==> src/logic/sysctl_pkg.sv <==
// package of offsets, fields and types for the system control register bank
`default_nettype none
package sysctl_pkg;
   // byte addresses of the registers
   localparam logic [15:0] ADDR_CONFIG_CONTROL = 16'hed14;
   localparam logic [15:0] ADDR_HANDLER_PRIORITY_TWO = 16'hed1c;
   localparam logic [15:0] ADDR_HANDLER_PRIORITY_THREE = 16'hed20;
   localparam logic [15:0] ADDR_HANDLER_CONTROL_STATE = 16'hed24;
   localparam logic [15:0] ADDR_PROTECTION_UNIT_TYPE = 16'hed90;
   localparam logic [15:0] ADDR_PROTECTION_UNIT_CONTROL = 16'hed94;
   localparam logic [15:0] ADDR_EVENT_STATUS = 16'hedf0;
   localparam logic [15:0] ADDR_EVENT_ENABLE = 16'hedf4;
   localparam logic [15:0] ADDR_EVENT_CLEAR = 16'hedf8;
   // field positions
   localparam int STACK_ALIGN_BIT = 9;
   localparam int UNALIGNED_TRAP_BIT = 3;
   localparam int PRIO_HI_LSB = 30;
   localparam int PENDABLE_SERVICE_EXCEPTION_PRIO_LSB = 22;
   localparam int SVC_PENDING_BIT = 15;
   localparam int DATA_REGION_LSB = 8;
   localparam int CTRL_ENABLE_BIT = 0;
   localparam int CTRL_HFNMI_BIT = 1;
   localparam int CTRL_PRIVDEF_BIT = 2;
   localparam int STACKED_ALIGN_BIT = 9;
   // constant values
   localparam logic [7:0] DATA_REGION_COUNT = 8'h08;
   localparam logic [7:0] INSTR_REGION_COUNT = 8'h00;
   localparam int NUM_REGIONS = 8;
   localparam logic [1:0] PRIO_RESET = 2'h0;
   localparam logic [2:0] CTRL_RESET = 3'h0;
   localparam int NUM_EVENTS = 3;
   // event bit positions
   localparam int EV_UNALIGNED = 0;
   localparam int EV_PROT_FAULT = 1;
   localparam int EV_SVC_PEND = 2;
   // protection unit control fields
   typedef struct packed {
      logic privileged_background_enable;
      logic fault_handler_protection_enable;
      logic enable;
   } prot_ctrl_t;
   // one data access to be checked
   typedef struct packed {
      logic valid;
      logic [31:0] addr;
      logic [1:0] size;
      logic privileged;
      logic in_fault_handler;
   } access_req_t;
   // one region as seen by the checker
   typedef struct packed {
      logic enable;
      logic [31:0] base;
      logic [4:0] size;
   } region_t;
   // bus slave states
   typedef enum logic [1:0] {
      ST_IDLE = 2'b01,
      ST_ACCESS = 2'b10
   } apb_state_t;
endpackage
`default_nettype wire

==> src/logic/sysctl_regs.sv <==
// system control and protection unit register bank with access checker
//
// Implementation choice: the APB register port.
`timescale 1ns/100ps
`default_nettype none
module sysctl_regs (
   input wire logic mclk,
   input wire logic sys_rst,
   input wire logic psel,
   input wire logic penable,
   input wire logic pwrite,
   input wire logic [31:0] paddr,
   input wire logic [31:0] pwdata,
   output logic [31:0] prdata,
   output logic pready,
   output logic pslverr,
   input wire sysctl_pkg::access_req_t access,
   input wire sysctl_pkg::region_t [7:0] regions,
   output logic access_fault,
   output logic unaligned_fault,
   input wire logic exc_entry,
   input wire logic exc_return,
   input wire logic sp_misaligned,
   input wire logic [31:0] stacked_status_in,
   output logic [31:0] stacked_status_out,
   output logic sp_realign,
   input wire logic svc_pend_set,
   input wire logic svc_pend_clr,
   output logic svc_pending,
   output logic [1:0] supervisor_call_priority,
   output logic [1:0] tick_exception_priority,
   output logic [1:0] pendable_service_priority,
   output sysctl_pkg::prot_ctrl_t prot_ctrl,
   output logic irq
);
   ////////////////////////////////////////////////////////////////////////
   // bus decode
   sysctl_pkg::apb_state_t state; // slave phase tracker
   logic wr_en; // write takes effect this edge
   logic [15:0] addr_lo; // offset part of address
   logic hit; // address maps to a register
   logic [31:0] next_rdata; // read mux output
   logic [sysctl_pkg::NUM_EVENTS-1:0] event_status; // sticky events
   logic [sysctl_pkg::NUM_EVENTS-1:0] event_enable; // interrupt mask
   logic [sysctl_pkg::NUM_EVENTS-1:0] event_pulse; // raw events
   logic [sysctl_pkg::NUM_EVENTS-1:0] event_clear; // clear strobes
   logic next_access_fault; // checker result
   logic next_unaligned; // alignment result

   assign addr_lo = paddr[15:0];
   // a write lands only in an access phase that followed its own setup cycle
   assign wr_en = psel && penable && pwrite && (state == sysctl_pkg::ST_ACCESS);
   assign pready = 1'b1; // zero wait states

   // phase tracker, keeps a stray penable without setup from writing
   always_ff @(posedge mclk) begin
      if (sys_rst) begin
         state <= sysctl_pkg::ST_IDLE;
      end else begin
         case (state)
            sysctl_pkg::ST_IDLE: begin
               if (psel && !penable) begin
                  state <= sysctl_pkg::ST_ACCESS;
               end
            end
            sysctl_pkg::ST_ACCESS: begin
               state <= sysctl_pkg::ST_IDLE;
            end
            default: begin
               state <= sysctl_pkg::ST_IDLE;
            end
         endcase
      end
   end

   // address hit detection for error answer
   always_comb begin
      case (addr_lo)
         sysctl_pkg::ADDR_CONFIG_CONTROL,
         sysctl_pkg::ADDR_HANDLER_PRIORITY_TWO,
         sysctl_pkg::ADDR_HANDLER_PRIORITY_THREE,
         sysctl_pkg::ADDR_HANDLER_CONTROL_STATE,
         sysctl_pkg::ADDR_PROTECTION_UNIT_TYPE,
         sysctl_pkg::ADDR_PROTECTION_UNIT_CONTROL,
         sysctl_pkg::ADDR_EVENT_STATUS,
         sysctl_pkg::ADDR_EVENT_ENABLE,
         sysctl_pkg::ADDR_EVENT_CLEAR: hit = (paddr[31:16] == 16'he000);
         default: hit = 1'b0;
      endcase
   end
   // unmapped address answers error in access phase
   assign pslverr = psel && penable && !hit;

   ////////////////////////////////////////////////////////////////////////
   // writable priority fields
   always_ff @(posedge mclk) begin
      if (sys_rst) begin
         supervisor_call_priority <= sysctl_pkg::PRIO_RESET;
         tick_exception_priority <= sysctl_pkg::PRIO_RESET;
         pendable_service_priority <= sysctl_pkg::PRIO_RESET;
      end else if (wr_en && hit) begin
         if (addr_lo == sysctl_pkg::ADDR_HANDLER_PRIORITY_TWO) begin
            supervisor_call_priority <= pwdata[sysctl_pkg::PRIO_HI_LSB +: 2];
         end
         if (addr_lo == sysctl_pkg::ADDR_HANDLER_PRIORITY_THREE) begin
            tick_exception_priority <= pwdata[sysctl_pkg::PRIO_HI_LSB +: 2];
            pendable_service_priority <= pwdata[sysctl_pkg::PENDABLE_SERVICE_EXCEPTION_PRIO_LSB +: 2];
         end
      end
   end

   // supervisor call pending flag; core set wins over bus clear
   always_ff @(posedge mclk) begin
      if (sys_rst) begin
         svc_pending <= 1'b0;
      end else if (svc_pend_set) begin
         svc_pending <= 1'b1;
      end else if (wr_en && hit && addr_lo == sysctl_pkg::ADDR_HANDLER_CONTROL_STATE) begin
         svc_pending <= pwdata[sysctl_pkg::SVC_PENDING_BIT];
      end else if (svc_pend_clr) begin
         svc_pending <= 1'b0;
      end
   end

   // protection unit control word
   always_ff @(posedge mclk) begin
      if (sys_rst) begin
         prot_ctrl <= sysctl_pkg::CTRL_RESET;
      end else if (wr_en && hit && addr_lo == sysctl_pkg::ADDR_PROTECTION_UNIT_CONTROL) begin
         prot_ctrl.enable <= pwdata[sysctl_pkg::CTRL_ENABLE_BIT];
         prot_ctrl.fault_handler_protection_enable <= pwdata[sysctl_pkg::CTRL_HFNMI_BIT];
         prot_ctrl.privileged_background_enable <= pwdata[sysctl_pkg::CTRL_PRIVDEF_BIT];
      end
   end

   ////////////////////////////////////////////////////////////////////////
   // read data mux, reserved bits zero
   always_comb begin
      next_rdata = 32'h0000_0000;
      case (addr_lo)
         sysctl_pkg::ADDR_CONFIG_CONTROL: begin
            next_rdata[sysctl_pkg::STACK_ALIGN_BIT] = 1'b1;
            next_rdata[sysctl_pkg::UNALIGNED_TRAP_BIT] = 1'b1;
         end
         sysctl_pkg::ADDR_HANDLER_PRIORITY_TWO: begin
            next_rdata[sysctl_pkg::PRIO_HI_LSB +: 2] = supervisor_call_priority;
         end
         sysctl_pkg::ADDR_HANDLER_PRIORITY_THREE: begin
            next_rdata[sysctl_pkg::PRIO_HI_LSB +: 2] = tick_exception_priority;
            next_rdata[sysctl_pkg::PENDABLE_SERVICE_EXCEPTION_PRIO_LSB +: 2] = pendable_service_priority;
         end
         sysctl_pkg::ADDR_HANDLER_CONTROL_STATE: begin
            next_rdata[sysctl_pkg::SVC_PENDING_BIT] = svc_pending;
         end
         sysctl_pkg::ADDR_PROTECTION_UNIT_TYPE: begin
            next_rdata[23:16] = sysctl_pkg::INSTR_REGION_COUNT;
            next_rdata[sysctl_pkg::DATA_REGION_LSB +: 8] = sysctl_pkg::DATA_REGION_COUNT;
         end
         sysctl_pkg::ADDR_PROTECTION_UNIT_CONTROL: begin
            next_rdata[2:0] = prot_ctrl;
         end
         sysctl_pkg::ADDR_EVENT_STATUS: begin
            next_rdata[sysctl_pkg::NUM_EVENTS-1:0] = event_status;
         end
         sysctl_pkg::ADDR_EVENT_ENABLE: begin
            next_rdata[sysctl_pkg::NUM_EVENTS-1:0] = event_enable;
         end
         default: begin
            next_rdata = 32'h0000_0000; // clear register and unmapped read zero
         end
      endcase
      if (!hit) begin
         next_rdata = 32'h0000_0000;
      end
   end

   // read data comes from a flop, loaded in setup phase
   always_ff @(posedge mclk) begin
      if (sys_rst) begin
         prdata <= 32'h0000_0000;
      end else if (psel && !penable && !pwrite) begin
         prdata <= next_rdata;
      end
   end

   ////////////////////////////////////////////////////////////////////////
   // stacked status alignment bit
   always_ff @(posedge mclk) begin
      if (sys_rst) begin
         stacked_status_out <= 32'h0000_0000;
         sp_realign <= 1'b0;
      end else begin
         if (exc_entry) begin
            stacked_status_out <= stacked_status_in;
            stacked_status_out[sysctl_pkg::STACKED_ALIGN_BIT] <= sp_misaligned;
         end
         if (exc_return) begin
            sp_realign <= stacked_status_in[sysctl_pkg::STACKED_ALIGN_BIT];
         end
      end
   end

   ////////////////////////////////////////////////////////////////////////
   // access checker
   always_comb begin
      logic covered;
      logic [31:0] mask;
      covered = 1'b0;
      mask = 32'h0000_0000;
      next_unaligned = 1'b0;
      // unaligned access of size 1 or 2 always faults; sizes 0 and 3 never fault
      case (access.size)
         2'h1: next_unaligned = access.valid && access.addr[0];
         2'h2: next_unaligned = access.valid && (access.addr[1:0] != 2'h0);
         default: next_unaligned = 1'b0;
      endcase
      // any enabled region covering the address overrides background
      for (int i = 0; i < sysctl_pkg::NUM_REGIONS; i++) begin
         mask = ~((32'h0000_0002 << regions[i].size) - 32'h0000_0001);
         if (regions[i].enable && ((access.addr & mask) == (regions[i].base & mask))) begin
            covered = 1'b1;
         end
      end
      if (!access.valid || !prot_ctrl.enable) begin
         next_access_fault = 1'b0;
      end else if (access.in_fault_handler && !prot_ctrl.fault_handler_protection_enable) begin
         next_access_fault = 1'b0;
      end else if (covered) begin
         next_access_fault = 1'b0;
      end else if (prot_ctrl.privileged_background_enable && access.privileged) begin
         next_access_fault = 1'b0;
      end else begin
         next_access_fault = 1'b1;
      end
   end

   // registered fault outputs
   always_ff @(posedge mclk) begin
      if (sys_rst) begin
         access_fault <= 1'b0;
         unaligned_fault <= 1'b0;
      end else begin
         access_fault <= next_access_fault;
         unaligned_fault <= next_unaligned;
      end
   end

   ////////////////////////////////////////////////////////////////////////
   // event status, enable, interrupt
   assign event_pulse[sysctl_pkg::EV_UNALIGNED] = unaligned_fault;
   assign event_pulse[sysctl_pkg::EV_PROT_FAULT] = access_fault;
   assign event_pulse[sysctl_pkg::EV_SVC_PEND] = svc_pend_set;

   // enable register
   always_ff @(posedge mclk) begin
      if (sys_rst) begin
         event_enable <= '0;
      end else if (wr_en && hit && addr_lo == sysctl_pkg::ADDR_EVENT_ENABLE) begin
         event_enable <= pwdata[sysctl_pkg::NUM_EVENTS-1:0];
      end
   end

   // sticky bits, set wins over clear
   genvar g;
   generate
      for (g = 0; g < sysctl_pkg::NUM_EVENTS; g++) begin : g_ev
         assign event_clear[g] = wr_en && hit && (addr_lo == sysctl_pkg::ADDR_EVENT_CLEAR) && pwdata[g];
         always_ff @(posedge mclk) begin
            if (sys_rst) begin
               event_status[g] <= 1'b0;
            end else if (event_pulse[g]) begin
               event_status[g] <= 1'b1;
            end else if (event_clear[g]) begin
               event_status[g] <= 1'b0;
            end
         end
      end
   endgenerate

   // level interrupt
   always_ff @(posedge mclk) begin
      if (sys_rst) begin
         irq <= 1'b0;
      end else begin
         irq <= |(event_status & event_enable);
      end
   end
endmodule
`default_nettype wire

==> config.mk <==
export PLATFORM = sky130hd
export DESIGN_NAME = sysctl_regs
export DESIGN_NICKNAME = d
export VERILOG_FILES = /design/src/logic/sysctl_pkg.sv /design/src/logic/sysctl_regs.sv
export SDC_FILE = /design/constraint.sdc
export NUM_CORES = 1
export LEC_CHECK = 0
export BUFFER_PORTS_ARGS = -buffer_cell sky130_fd_sc_hd__buf_2
export CAP_MARGIN = 20
export CORE_AREA = 2 2 204 206
export DETAILED_ROUTE_END_ITERATION = 8
export DIE_AREA = 0 0 206 208
export PLACE_DENSITY_LB_ADDON = 0.08
export SLEW_MARGIN = 20
export SYNTH_ARGS = -nofsm -noshare
export SYNTH_HDL_FRONTEND = slang
export SYNTH_SLANG_ARGS = --single-unit
==> constraint.sdc <==
create_clock -name mclk -period 6.3 [get_ports mclk]
set_input_delay 0 -clock mclk [delete_from_list [all_inputs] [get_ports mclk]]
set_output_delay 0 -clock mclk [all_outputs]
set_load 0.005 [all_outputs]
======== After elaboration in Yosys (flattened, before gate mapping) ========
Cells that the tools add are included.
storage, ports and cells
  output and inout port bits .............. 80
  word-level logic and storage cells ...... 153
  register bits ........................... 86
cells by class
  muxes and demuxes ....................... 27
  reductions and logical operators ........ 44
  shifts and indexed selects .............. 8
  equality and inequality tests ........... 22
  bitwise gates (word level) .............. 26
  $add $sub $neg .......................... 8
operators by type and width
  operator                                                               count
  32-bit AND                                                             16
  32-bit equality test                                                   8
  32-bit inverter                                                        8
  2-bit by 5-bit left shift with 32-bit output, first input constant     8
  32-bit by 1-bit subtractor with 32-bit output, second input constant   8
  16-bit equality test, second input constant                            10
  32-bit two-way mux                                                     1
  1-bit logical AND                                                      26
  1-bit two-way mux                                                      21
  3-bit case mux with 3 select lines                                     1
  9-bit OR reduction                                                     1
  2-bit nonzero test                                                     4
  1-bit zero test                                                        6
  2-bit by 1-bit equality test with 1-bit output, second input constant  2
  2-bit equality test, second input constant                             2
  2-bit two-way mux                                                      2
  2-bit case mux with 2 select lines                                     1
  2-bit AND reduction                                                    2
  4-bit OR reduction                                                     1
  3-bit AND                                                              1
  3-bit nonzero test                                                     1
  3-bit OR reduction                                                     1
  1-bit case mux with 2 select lines                                     1
  2-bit OR reduction                                                     1
  other kinds (2)                                                        2

======== Depth between registers and ports, before layout ========
Gate-level depths: netlist of the first run.
  word-level depth ........................ 15
  depth in mapped cells ................... 15

======== Least setup slack after synthesis of the first run ========
OpenSTA, ideal clock, no wires.
  path kind ............................... input to register
  start ................................... input port regions[39] (netlist bit)
  end ..................................... register access_fault
  path slack .............................. 3.495 ns
  required time ........................... 6.184 ns
  setup time .............................. 0.116 ns
  cell stages on the path ................. 13
  arrival time ............................ 2.689 ns
  cell sequence ........................... buf_2 > or3_1 > or3_1 > ha_1 > buf_2 > or4_1 > a21oi_1 > nor3_1 > a2111oi_0 > o211ai_1 > nor4_1 > nor4_1 > and4_1
between the ends
  cells in the longest elaborated chain, start to end .. 14
  elaborated cells on any way between the ends .. 15
  those cells by class .................... 1 x add/sub; 1 x eq/ne; 1 x shift; 7 x mux; 3 x bitwise; 2 x reduce/logical
ends and longest elaborated chain
  what                                             line                source
  start, declared                                  sysctl_regs.sv:18   input wire sysctl_pkg::region_t [7:0] regions,
  2-bit by 5-bit left shift with 32-bit output *   sysctl_regs.sv:219  mask = ~((32'h0000_0002 << regions[i].size) - 32'h0000_0001);
  32-bit by 1-bit subtractor with 32-bit output *  sysctl_regs.sv:219
  32-bit inverter *                                sysctl_regs.sv:219
  32-bit AND                                       sysctl_regs.sv:220  if (regions[i].enable && ((access.addr & mask) == (regions[i].base & mask))) begin
  32-bit equality test *                           sysctl_regs.sv:220
  1-bit logical AND *                              sysctl_regs.sv:220
  1-bit two-way mux * (7 in a row)                 sysctl_regs.sv:220
  4-bit OR reduction (no source line) *            -
  end signal, assigned                             sysctl_regs.sv:243  access_fault <= next_access_fault;
  end, declared                                    sysctl_regs.sv:19   output logic access_fault,
Every way passes the cells marked *; elsewhere a longest branch is shown, timed or not.
A chain may end at the register's enable or synchronous reset.

======== Worst setup path after layout of the first run ========
  start ................................... input port regions[40] (netlist bit)
  end ..................................... register access_fault
Same word-level chain as after synthesis.

==> results.py, run 1 <==
metrics = {
    "power_and_ir_drop": {
        "clkPwrFrac_pct": 28.4,
        "p_comb_share_pct": 46.7,
        "leakagePower_nw": 5.47,
        "ir_drop_mv": 0.126,
        "seqPwrFrac_pct": 24.9,
        "power_density_mw_per_mm2": 130,
        "p_int_mw": 1.07,
        "p_sw_share_pct": 37.6,
        "net-switching-power_mw": 0.644,
        "totalPowerFinal_mw": 1.71,
    },
    "hold_path": {
        "hp-class": "in -> reg",
        "holdPathStages": 3,
    },
    "floorplanning": {
        "die_y_um": 208,
        "row_count": 74,
        "initial_core_util_pct": 24.8,
        "io_pins": 527,
        "dieArea_mm2": 0.0428,
        "coreArea_mm2": 0.0406,
        "die_x_um": 206,
    },
    "placed_design": {
        "dpl.hpwl_um": 42200,
        "io_buffers": 472,
        "place.gp.congestion": 0.907,
    },
    "synth": {
        "yosysSeqAreaShare_pct": 12.8,
        "syn_avg_cell_area_um2": 6.94,
        "yosys.area_share.adder_pct": 1.32,
        "synth-compound-area-share_pct": 27.0,
        "syn_area_mm2": 0.0100,
        "synth_top_family_by_area": "compound AO/OA/AOI/OAI gates",
        "synth-seq-cells": 64,
        "synth_xor_xnor_area_share_pct": 22.3,
        "yosysWarnings": 0,
        "synthSimpleGateAreaFrac_pct": 23.6,
        "synth_edf_count": 0,
        "ys.flop_type": "dfxtp_1",
        "netlist-cell-type-count": 80,
        "synth_cells": 1447,
        "synth.mux.area_fraction_pct": 4.80,
        "async_flop_share_pct": 0,
    },
    "finish": {
        "final_cell_mix": "buf_2 (472), xnor2_1 (130), nor2_1 (126), xor2_1 (126), a21oi_1 (104)",
        "fill_cells": 4491,
        "nets": 2292,
        "areaGrowthSynthToFinish_pct": 31.2,
        "drive_gt1_share_pct": 27.1,
        "final_common_cell": "buf_2",
    },
    "critical_path": {
        "path_delay_family": "simple AND/OR/NAND/NOR gates",
        "setup.worst_path.end_class": "flop",
        "critPathMaxStageDelay_ns": 0.55,
        "crit_arrival_ns": 3.68,
        "crit_buf_inv": 1,
        "critical_path_required_ns": 6.50,
        "path_cells": "buf_2 > or3_1 > or3_1 > ha_1 > nor2_1 > a21oi_1 > o211ai_1 > nand4_1 > or4_1 > nor4_1 > nor4_1 > and4_1",
        "worstPathMaxFanout": 21,
        "criticalPathCategory": "in -> reg",
        "r2r_cells": 6,
        "slowest_stage": "or4_1",
        "cp-start-kind": "primary input",
        "worst-path-stages": 12,
    },
    "route": {
        "viasPerCell": 5.23,
        "wl_per_cell_um": 23.1,
        "postRouteAntennaNets": 0,
        "drt-initial-drc-count": 729,
        "routed_wl_um": 55200,
        "vias": 12500,
        "drc_errors": 0,
        "drt_first_pass_iters": 5,
    },
    "run_status": {
        "outcome": "complete, no violations",
    },
    "timing": {
        "maxSlewViolCount": 0,
        "worstMarginPinSlew_ns": 1.01,
        "setup_viol": 0,
        "rsz0062_at_grt": "no",
        "min_period_ns": 3.49,
        "max_freq_mhz": 287,
        "min_period_over_period_pct": 55.4,
        "finalSetupTns_ns": 0,
        "hold_ws_ns": 0.0447,
        "fin_skew_ns": 0.00798,
        "relSlewSlack_pct": 32.6,
        "hold_viol_final": 0,
    },
    "grt": {
        "grt_use_met1_pct": 30.2,
        "grt_util_all_layers_pct": 24.6,
        "antenna_found_initial": 22,
        "grt_pass1_wl_um": 77900,
        "first_global_vias": 12300,
        "grt_max_degree": 63,
        "busiest_layer": "met2",
        "grtUsageMet2_pct": 42.3,
        "use_met3_pct": 5.04,
        "grt.overflow.total": 0,
    },
    "flow_run": {
        "cap_viol_max_count": 0,
    },
    "clock_tree": {
        "clock_latency_ns": 0.33,
        "cts_buffer_depth": 2,
        "cts.sinks": 64,
        "h-tree-depth": 3,
        "tritoncts": "built",
        "cts_buffers": 9,
        "clk_pin_slew_ns": 0.05,
        "post_cts_buffers": 0,
        "cts_root_buffer": "clkbuf_16",
    },
}
==> state kept, by name, summed over array words and instances, names as in the netlist <==
| signal | flops |
|---|---|
| event_enable | 3 |
| irq | 1 |
| prot_ctrl | 3 |
| state | 2 |
| supervisor_call_priority | 2 |
| sp_realign | 1 |
| prdata | 10 |
| unaligned_fault | 1 |
| event_status | 3 |
| pendable_service_priority | 2 |
| stacked_status_out | 32 |
| tick_exception_priority | 2 |
| svc_pending | 1 |
| access_fault | 1 |
==> area by class of cell <==
class | instances | area [µm²] | share of cell area, %
antenna | 12 | 30.0 | 0.228
clock buffer | 12 | 246 | 1.87
clock inverter | 3 | 42.5 | 0.323
inverter | 17 | 63.8 | 0.484
multi-input combinational | 1225 | 8020 | 60.9
sequential | 64 | 1280 | 9.72
tap | 532 | 666 | 5.05
timing repair buffer | 519 | 2830 | 21.5
==> power by group through the flow <==
stage	clock, mW	combinational, mW	sequential, mW
final	0.487	0.800	0.426
after global routing	0.512	0.872	0.428
after CTS	0.500	0.799	0.426
after detailed placement	0	0.774	0.435
after global placement	0	0.775	0.434
after floorplan	0	0.463	0.436
==> repair_timing <==
item,in CTS,in global routing
hold buffers,45,0
gates resized for setup,0,0
endpoints found under the hold margin,48,0
==> cell families after synthesis <==
group | count (synthesis)
other | 2
xor gates and xnor gates | 256
and+or+nand+nor | 477
DFF | 64
adders and majority gates | 11
AOI/OAI and AO/OA | 411
buffers and inverters | 178
muxes | 48
==> layer usage <==
metal  wire length [µm]  up-vias
met5                118        -
met1              22800     5806
met2              26200      583
li1                   -     5966
met3               4210       97
met4               1830       20
==> worst paths after layout <==
check | from | to | slack, ns
setup / recovery | regions[40] | access_fault$_SDFF_PP0_ | 2.81
hold / removal | psel | state[1]$_SDFFE_PP0P_ | 0.04
setup reg to reg | state[0]$_SDFFE_PP1P_ | prot_ctrl[1]$_SDFFE_PP0P_ | 4.39
hold reg to reg | state[1]$_SDFFE_PP0P_ | state[1]$_SDFFE_PP0P_ | 0.44
==> worst min-delay path, cell delays in order <==
cell and delay, ns:
buf_2 0.11, nand2b_1 0.13, nor4b_1 0.08
==> cells in the mapped netlist, types with 22 or more instances <==
master    count  area [µm²]
o211ai_1     22         165
mux2i_1      47         470
dfxtp_1      64        1280
nor4_1       27         169
nor2_1      126         473
clkbuf_1     85         319
buf_4        23         173
buf_2        42         210
nand2_1     101         379
o21ai_0      81         405
a21oi_1     104         521
nor2b_1      22         138
xor2_1      126        1100
nand3_1      49         245
nor3_1       49         245
xnor2_1     130        1140
==> stage by stage <==
| step | utilization, % | instance area, µm² | worst slack (ns) | cells |
|---|---|---|---|---|
| 2_1_floorplan | - | 10100 | 3.49 | 1467 |
| 3_3_place_gp | 30.6 | 12400 | 2.43 | 2312 |
| 3_5_place_dp | 30.6 | 12400 | 2.41 | 2312 |
| 4_1_cts | 32.4 | 13100 | 2.73 | 2372 |
| 5_1_grt | 32.4 | 13200 | 2.56 | 2374 |
| 6_report | 32.5 | 13200 | 2.81 | 2384 |
Power figures use the tool's default switching activity.
==> run 2, diff against run 1 <==
==> constraint.sdc (replaced) <==
create_clock -name mclk -period 3.6 [get_ports mclk]
set_input_delay 0 -clock mclk [delete_from_list [all_inputs] [get_ports mclk]]
set_output_delay 0 -clock mclk [all_outputs]
set_load 0.005 [all_outputs]
==> results.py, run 2 (synthesized netlist as in run 1, its figures left out) <==
metrics = {
    "floorplanning": {
        "dieArea_mm2": 0.0428,
        "initial_core_util_pct": 24.8,
        "coreArea_mm2": 0.0406,
        "io_pins": 527,
        "die_x_um": 206,
        "row_count": 74,
        "die_y_um": 208,
    },
    "route": {
        "highest_layer": "met5",
        "routed_wl_um": 57500,
        "routed-wl-met2_um": 26600,
        "drt-initial-drc-count": 788,
        "met3_wirelength_um": 4880,
        "drc_errors": 0,
        "met1_length_um": 23500,
        "viasPerCell": 5.23,
        "drt_first_pass_iters": 5,
        "wl_per_cell_um": 23.6,
        "postRouteAntennaNets": 0,
        "vias": 12700,
    },
    "clock_tree": {
        "clk_pin_slew_ns": 0.06,
        "post_cts_buffers": 0,
        "cts_buffer_depth": 2,
        "tritoncts": "built",
        "cts_resized": 0,
        "cts_root_buffer": "clkbuf_16",
        "clock_latency_ns": 0.33,
        "h-tree-depth": 3,
        "cts.sinks": 64,
        "cts_buffers": 9,
    },
    "power_and_ir_drop": {
        "p_int_mw": 1.96,
        "p_sw_share_pct": 37.9,
        "net-switching-power_mw": 1.19,
        "leakagePower_nw": 5.71,
        "seqPwrFrac_pct": 23.7,
        "power_density_mw_per_mm2": 232,
        "ir_drop_mv": 0.207,
        "clkPwrFrac_pct": 30.3,
        "p_comb_share_pct": 46.1,
        "totalPowerFinal_mw": 3.15,
    },
    "timing": {
        "hold_viol_final": 0,
        "setup_viol": 0,
        "finalSetupTns_ns": 0,
        "min_period_over_period_pct": 88.2,
        "maxSlewViolCount": 0,
        "relSlewSlack_pct": 33.0,
        "max_freq_mhz": 315,
        "hold_ws_ns": 0.0302,
        "min_period_ns": 3.17,
        "fin_ws_ns": 0.426,
        "rsz0062_at_grt": "no",
        "worstMarginPinSlew_ns": 1.00,
        "fin_skew_ns": 0.00505,
    },
    "finish": {
        "largest_reg_flops": 32,
        "largestRegisters": "stacked_status_out x32, prdata x10",
        "postLayoutCoreUtil_pct": 33.4,
        "final_common_cell": "buf_2",
        "final_cell_mix": "buf_2 (472), xnor2_1 (130), nor2_1 (126), xor2_1 (126), a21oi_1 (104)",
        "drive_gt1_share_pct": 29.1,
        "fin_area_mm2": 0.0136,
        "areaGrowthSynthToFinish_pct": 35.1,
        "nets": 2339,
        "regMostFlops": "stacked_status_out",
        "stdcell_count": 2432,
    },
    "placed_design": {
        "io_buffers": 472,
        "dpl.hpwl_um": 44300,
        "placedCellCount": 2359,
        "place.gp.congestion": 0.944,
        "placed_area_mm2": 0.0128,
        "dp_slack_ns": 0.0711,
    },
    "grt": {
        "grt_max_degree": 62,
        "grt_util_all_layers_pct": 25.7,
        "first_global_vias": 12700,
        "antenna_found_initial": 29,
        "grt.overflow.total": 0,
        "grt_pass1_wl_um": 81200,
    },
    "run_status": {
        "outcome": "complete, no violations",
    },
    "critical_path": {
        "slowest_stage": "nor4_1",
        "worstPathMaxFanout": 4,
        "critPathMaxStageDelay_ns": 0.62,
        "critical_path_required_ns": 3.82,
        "path_delay_family": "simple AND/OR/NAND/NOR gates",
        "path_cells": "buf_2 > or3_1 > or3_1 > ha_1 > nor2_1 > a21oi_1 > o211ai_1 > nand4_1 > or4_1 > nor4_1 > buf_4 > nor4_1 > and4_1",
        "criticalPathCategory": "in -> reg",
        "crit_buf_inv": 2,
        "setup.worst_path.end_class": "flop",
        "cp-start-kind": "primary input",
        "crit_arrival_ns": 3.39,
    },
    "flow_run": {
        "cap_viol_max_count": 0,
    },
    "hold_path": {
        "hp-class": "in -> reg",
    },
}
run 2: changes by cell type in the layout (fill, tap and decap cells not counted), sizes merged:
cell,previous run,this run
clkbuf,12,9
clkinv,2,4
bufinv,1,2
inv,16,17
buf,474,521
run 2: final timing paths:
check,from,endpoint,slack [ns],cells after the start
max reg2reg,state[0]$_SDFFE_PP1P_,event_enable[2]$_SDFFE_PP0P_,1.67,6
min,svc_pend_clr,svc_pending$_SDFFE_PP0P_,0.03,4
max,regions[38],access_fault$_SDFF_PP0_,0.43,13
min reg2reg,state[1]$_SDFFE_PP0P_,state[1]$_SDFFE_PP0P_,0.43,1
run 2: final cells by class:
class | instances | area, µm²
antenna | 12 | 30.0
tap | 532 | 666
inverter | 17 | 63.8
fill | 4502 | 27000
clock buffer | 9 | 225
clock inverter | 7 | 95.1
timing repair buffer | 566 | 3180
sequential | 64 | 1280
multi-input combinational | 1225 | 8020
run 2: per-layer routing:
layer	track usage [%]	vias up
met2	42.5	628
met1	31.5	5876
met3	6.77	117
met5	0	-
li1	-	6076
met4	10.0	28
run 2: worst reg2reg max path: cells and delay by family (launching register included):
kind          cells  cell delay (ns)
mux               1             0.25
simple gates      5             1.25
flops             1             0.30
run 2: power groups by stage:
stage	Sequential, mW	Clock [mW]	Combinational, mW
5_1_grt	0.748	1.01	1.58
3_3_place_gp	0.760	0	1.40
2_1_floorplan	0.763	0	0.810
6_report	0.746	0.953	1.45
3_5_place_dp	0.761	0	1.40
4_1_cts	0.745	0.974	1.45
run 2: repair_timing:
item | in CTS | in global routing
hold buffers | 45 | 0
setup endpoints to repair | 0 | 0
hold endpoints to repair | 48 | 0
==> run 3, diff against run 2 <==
--- a/config.mk
+++ b/config.mk
@@ -8,6 +8,7 @@
 export BUFFER_PORTS_ARGS = -buffer_cell sky130_fd_sc_hd__buf_2
 export CAP_MARGIN = 20
 export CORE_AREA = 2 2 204 206
+export CTS_BUF_LIST = sky130_fd_sc_hd__clkbuf_4 sky130_fd_sc_hd__clkbuf_8
 export DETAILED_ROUTE_END_ITERATION = 8
 export DIE_AREA = 0 0 206 208
 export PLACE_DENSITY_LB_ADDON = 0.08
==> results.py, run 3 (synthesized netlist as in run 1, its figures left out) <==
metrics = {
    "timing": {
        "maxSlewViolCount": 0,
        "hold_viol_final": 0,
        "relSlewSlack_pct": 32.9,
        "finalSetupTns_ns": 0,
        "worstMarginPinSlew_ns": 1.01,
        "rsz0062_at_grt": "no",
        "fin_skew_ns": 0.00834,
        "max_freq_mhz": 317,
        "min_period_over_period_pct": 87.6,
        "setup_viol": 0,
        "min_period_ns": 3.15,
    },
    "run_status": {
        "outcome": "complete, no violations",
    },
    "grt": {
        "grt_pass1_wl_um": 81300,
        "first_global_vias": 12800,
        "grt.overflow.total": 0,
        "antenna_found_initial": 29,
        "grt_max_degree": 62,
        "grt_util_all_layers_pct": 25.7,
    },
    "finish": {
        "regArea_mm2": 0.00128,
        "nets": 2342,
        "areaGrowthSynthToFinish_pct": 34.4,
        "largest_reg_flops": 32,
        "final_cell_mix": "buf_2 (472), xnor2_1 (130), nor2_1 (126), xor2_1 (126), a21oi_1 (104)",
        "regMostFlops": "stacked_status_out",
        "final_common_cell": "buf_2",
        "multi_input_area_mm2": 0.00802,
        "drive_gt1_share_pct": 29.0,
        "largestRegisters": "stacked_status_out x32, prdata x10",
        "fill_cells": 4506,
    },
    "clock_tree": {
        "clk_pin_slew_ns": 0.08,
        "cts_root_buffer": "clkbuf_8",
        "tritoncts": "built",
        "cts_buffer_depth": 2,
        "hold_buffers": 48,
        "cts_buffers": 9,
        "post_cts_buffers": 0,
        "cts.sinks": 64,
        "h-tree-depth": 3,
        "clock_latency_ns": 0.35,
        "cts_resized": 0,
    },
    "route": {
        "wl_per_cell_um": 23.6,
        "drc_errors": 0,
        "vias": 12800,
        "drt-initial-drc-count": 821,
        "viasPerCell": 5.24,
        "drt_first_pass_iters": 5,
        "postRouteAntennaNets": 0,
        "routed_wl_um": 57500,
    },
    "power_and_ir_drop": {
        "ir_drop_mv": 0.131,
        "totalPowerFinal_mw": 2.91,
        "power_density_mw_per_mm2": 216,
        "leakagePower_nw": 5.68,
    },
    "critical_path": {
        "r2r_slack_ns": 1.70,
        "setup.worst_path.end_class": "flop",
        "critPathMaxStageDelay_ns": 0.63,
        "criticalPathCategory": "in -> reg",
        "slowest_stage": "nor4_1",
        "path_cells": "buf_2 > or3_1 > or3_1 > ha_1 > nor2_1 > a21oi_1 > o211ai_1 > nand4_1 > or4_1 > nor4_1 > buf_4 > nor4_1 > and4_1",
        "crit_arrival_ns": 3.40,
        "critical_path_required_ns": 3.85,
        "worstPathMaxFanout": 4,
        "cp-start-kind": "primary input",
    },
    "hold_path": {
        "hp-class": "in -> reg",
    },
    "floorplanning": {
        "dieArea_mm2": 0.0428,
        "die_y_um": 208,
        "io_pins": 527,
        "row_count": 74,
        "initial_core_util_pct": 24.8,
        "coreArea_mm2": 0.0406,
        "die_x_um": 206,
    },
    "placed_design": {
        "io_buffers": 472,
        "dpl.hpwl_um": 44300,
        "place.gp.congestion": 0.944,
    },
    "flow_run": {
        "cap_viol_max_count": 0,
    },
}
[run 3: where the power goes]
part | internal (mW) | switching, mW | leakage (nW)
logic | 0.619 | 0.836 | 5.04
clock network | 0.391 | 0.320 | 0.110
registers | 0.733 | 0.0120 | 0.523
[run 3: worst paths after layout]
kind	startpoint	end	cells after the start
setup / recovery	regions[38]	access_fault$_SDFF_PP0_	13
hold / removal	paddr[5]	prdata[11]$_SDFFE_PP0P_	4
setup reg to reg	state[0]$_SDFFE_PP1P_	prot_ctrl[0]$_SDFFE_PP0P_	6
hold reg to reg	state[1]$_SDFFE_PP0P_	state[1]$_SDFFE_PP0P_	1
[run 3: layer usage]
metal	GRT usage, %	routed length, µm	vias up	part of all wire (%)
li1	-	-	6075	-
met1	31.5	23600	5914	41
met2	42.7	26500	624	46
met3	6.70	4770	125	8.3
met4	9.90	2550	28	4.4
met5	0	179	-	0.31
[run 3: final cells by class]
| cell class | instances | share of cell area, % |
|---|---|---|
| diodes | 12 | 0.223 |
| clock buffers | 9 | 0.918 |
| clock inverters | 7 | 0.705 |
| inverters | 17 | 0.473 |
| multi-input cells | 1225 | 59.5 |
| flip-flops and latches | 64 | 9.50 |
| well taps | 532 | 4.93 |
| repair buffers | 569 | 23.8 |
[run 3: critical path: cells and delay by family]
family / cells / cell delay (ns)
adders and majority gates: 1 / 0.23
AOI/OAI and AO/OA: 2 / 0.30
and+or+nand+nor: 8 / 2.56
buffers and inverters: 2 / 0.33
[run 3: stage by stage]
step | utilization, % | setup WS (ns) | instances | instance area, µm² | hold slack [ns]
after global placement | 31.5 | 0.0884 | 2359 | 12800 | 0.240
after CTS | 33.2 | 0.452 | 2423 | 13500 | 0.0364
after detailed placement | 31.5 | 0.0711 | 2359 | 12800 | 0.245
after floorplan | - | 0.795 | 1467 | 10100 | 0.0972
final | 33.3 | 0.445 | 2435 | 13500 | 0.0578
after global routing | 33.2 | 0.221 | 2425 | 13500 | 0.0850
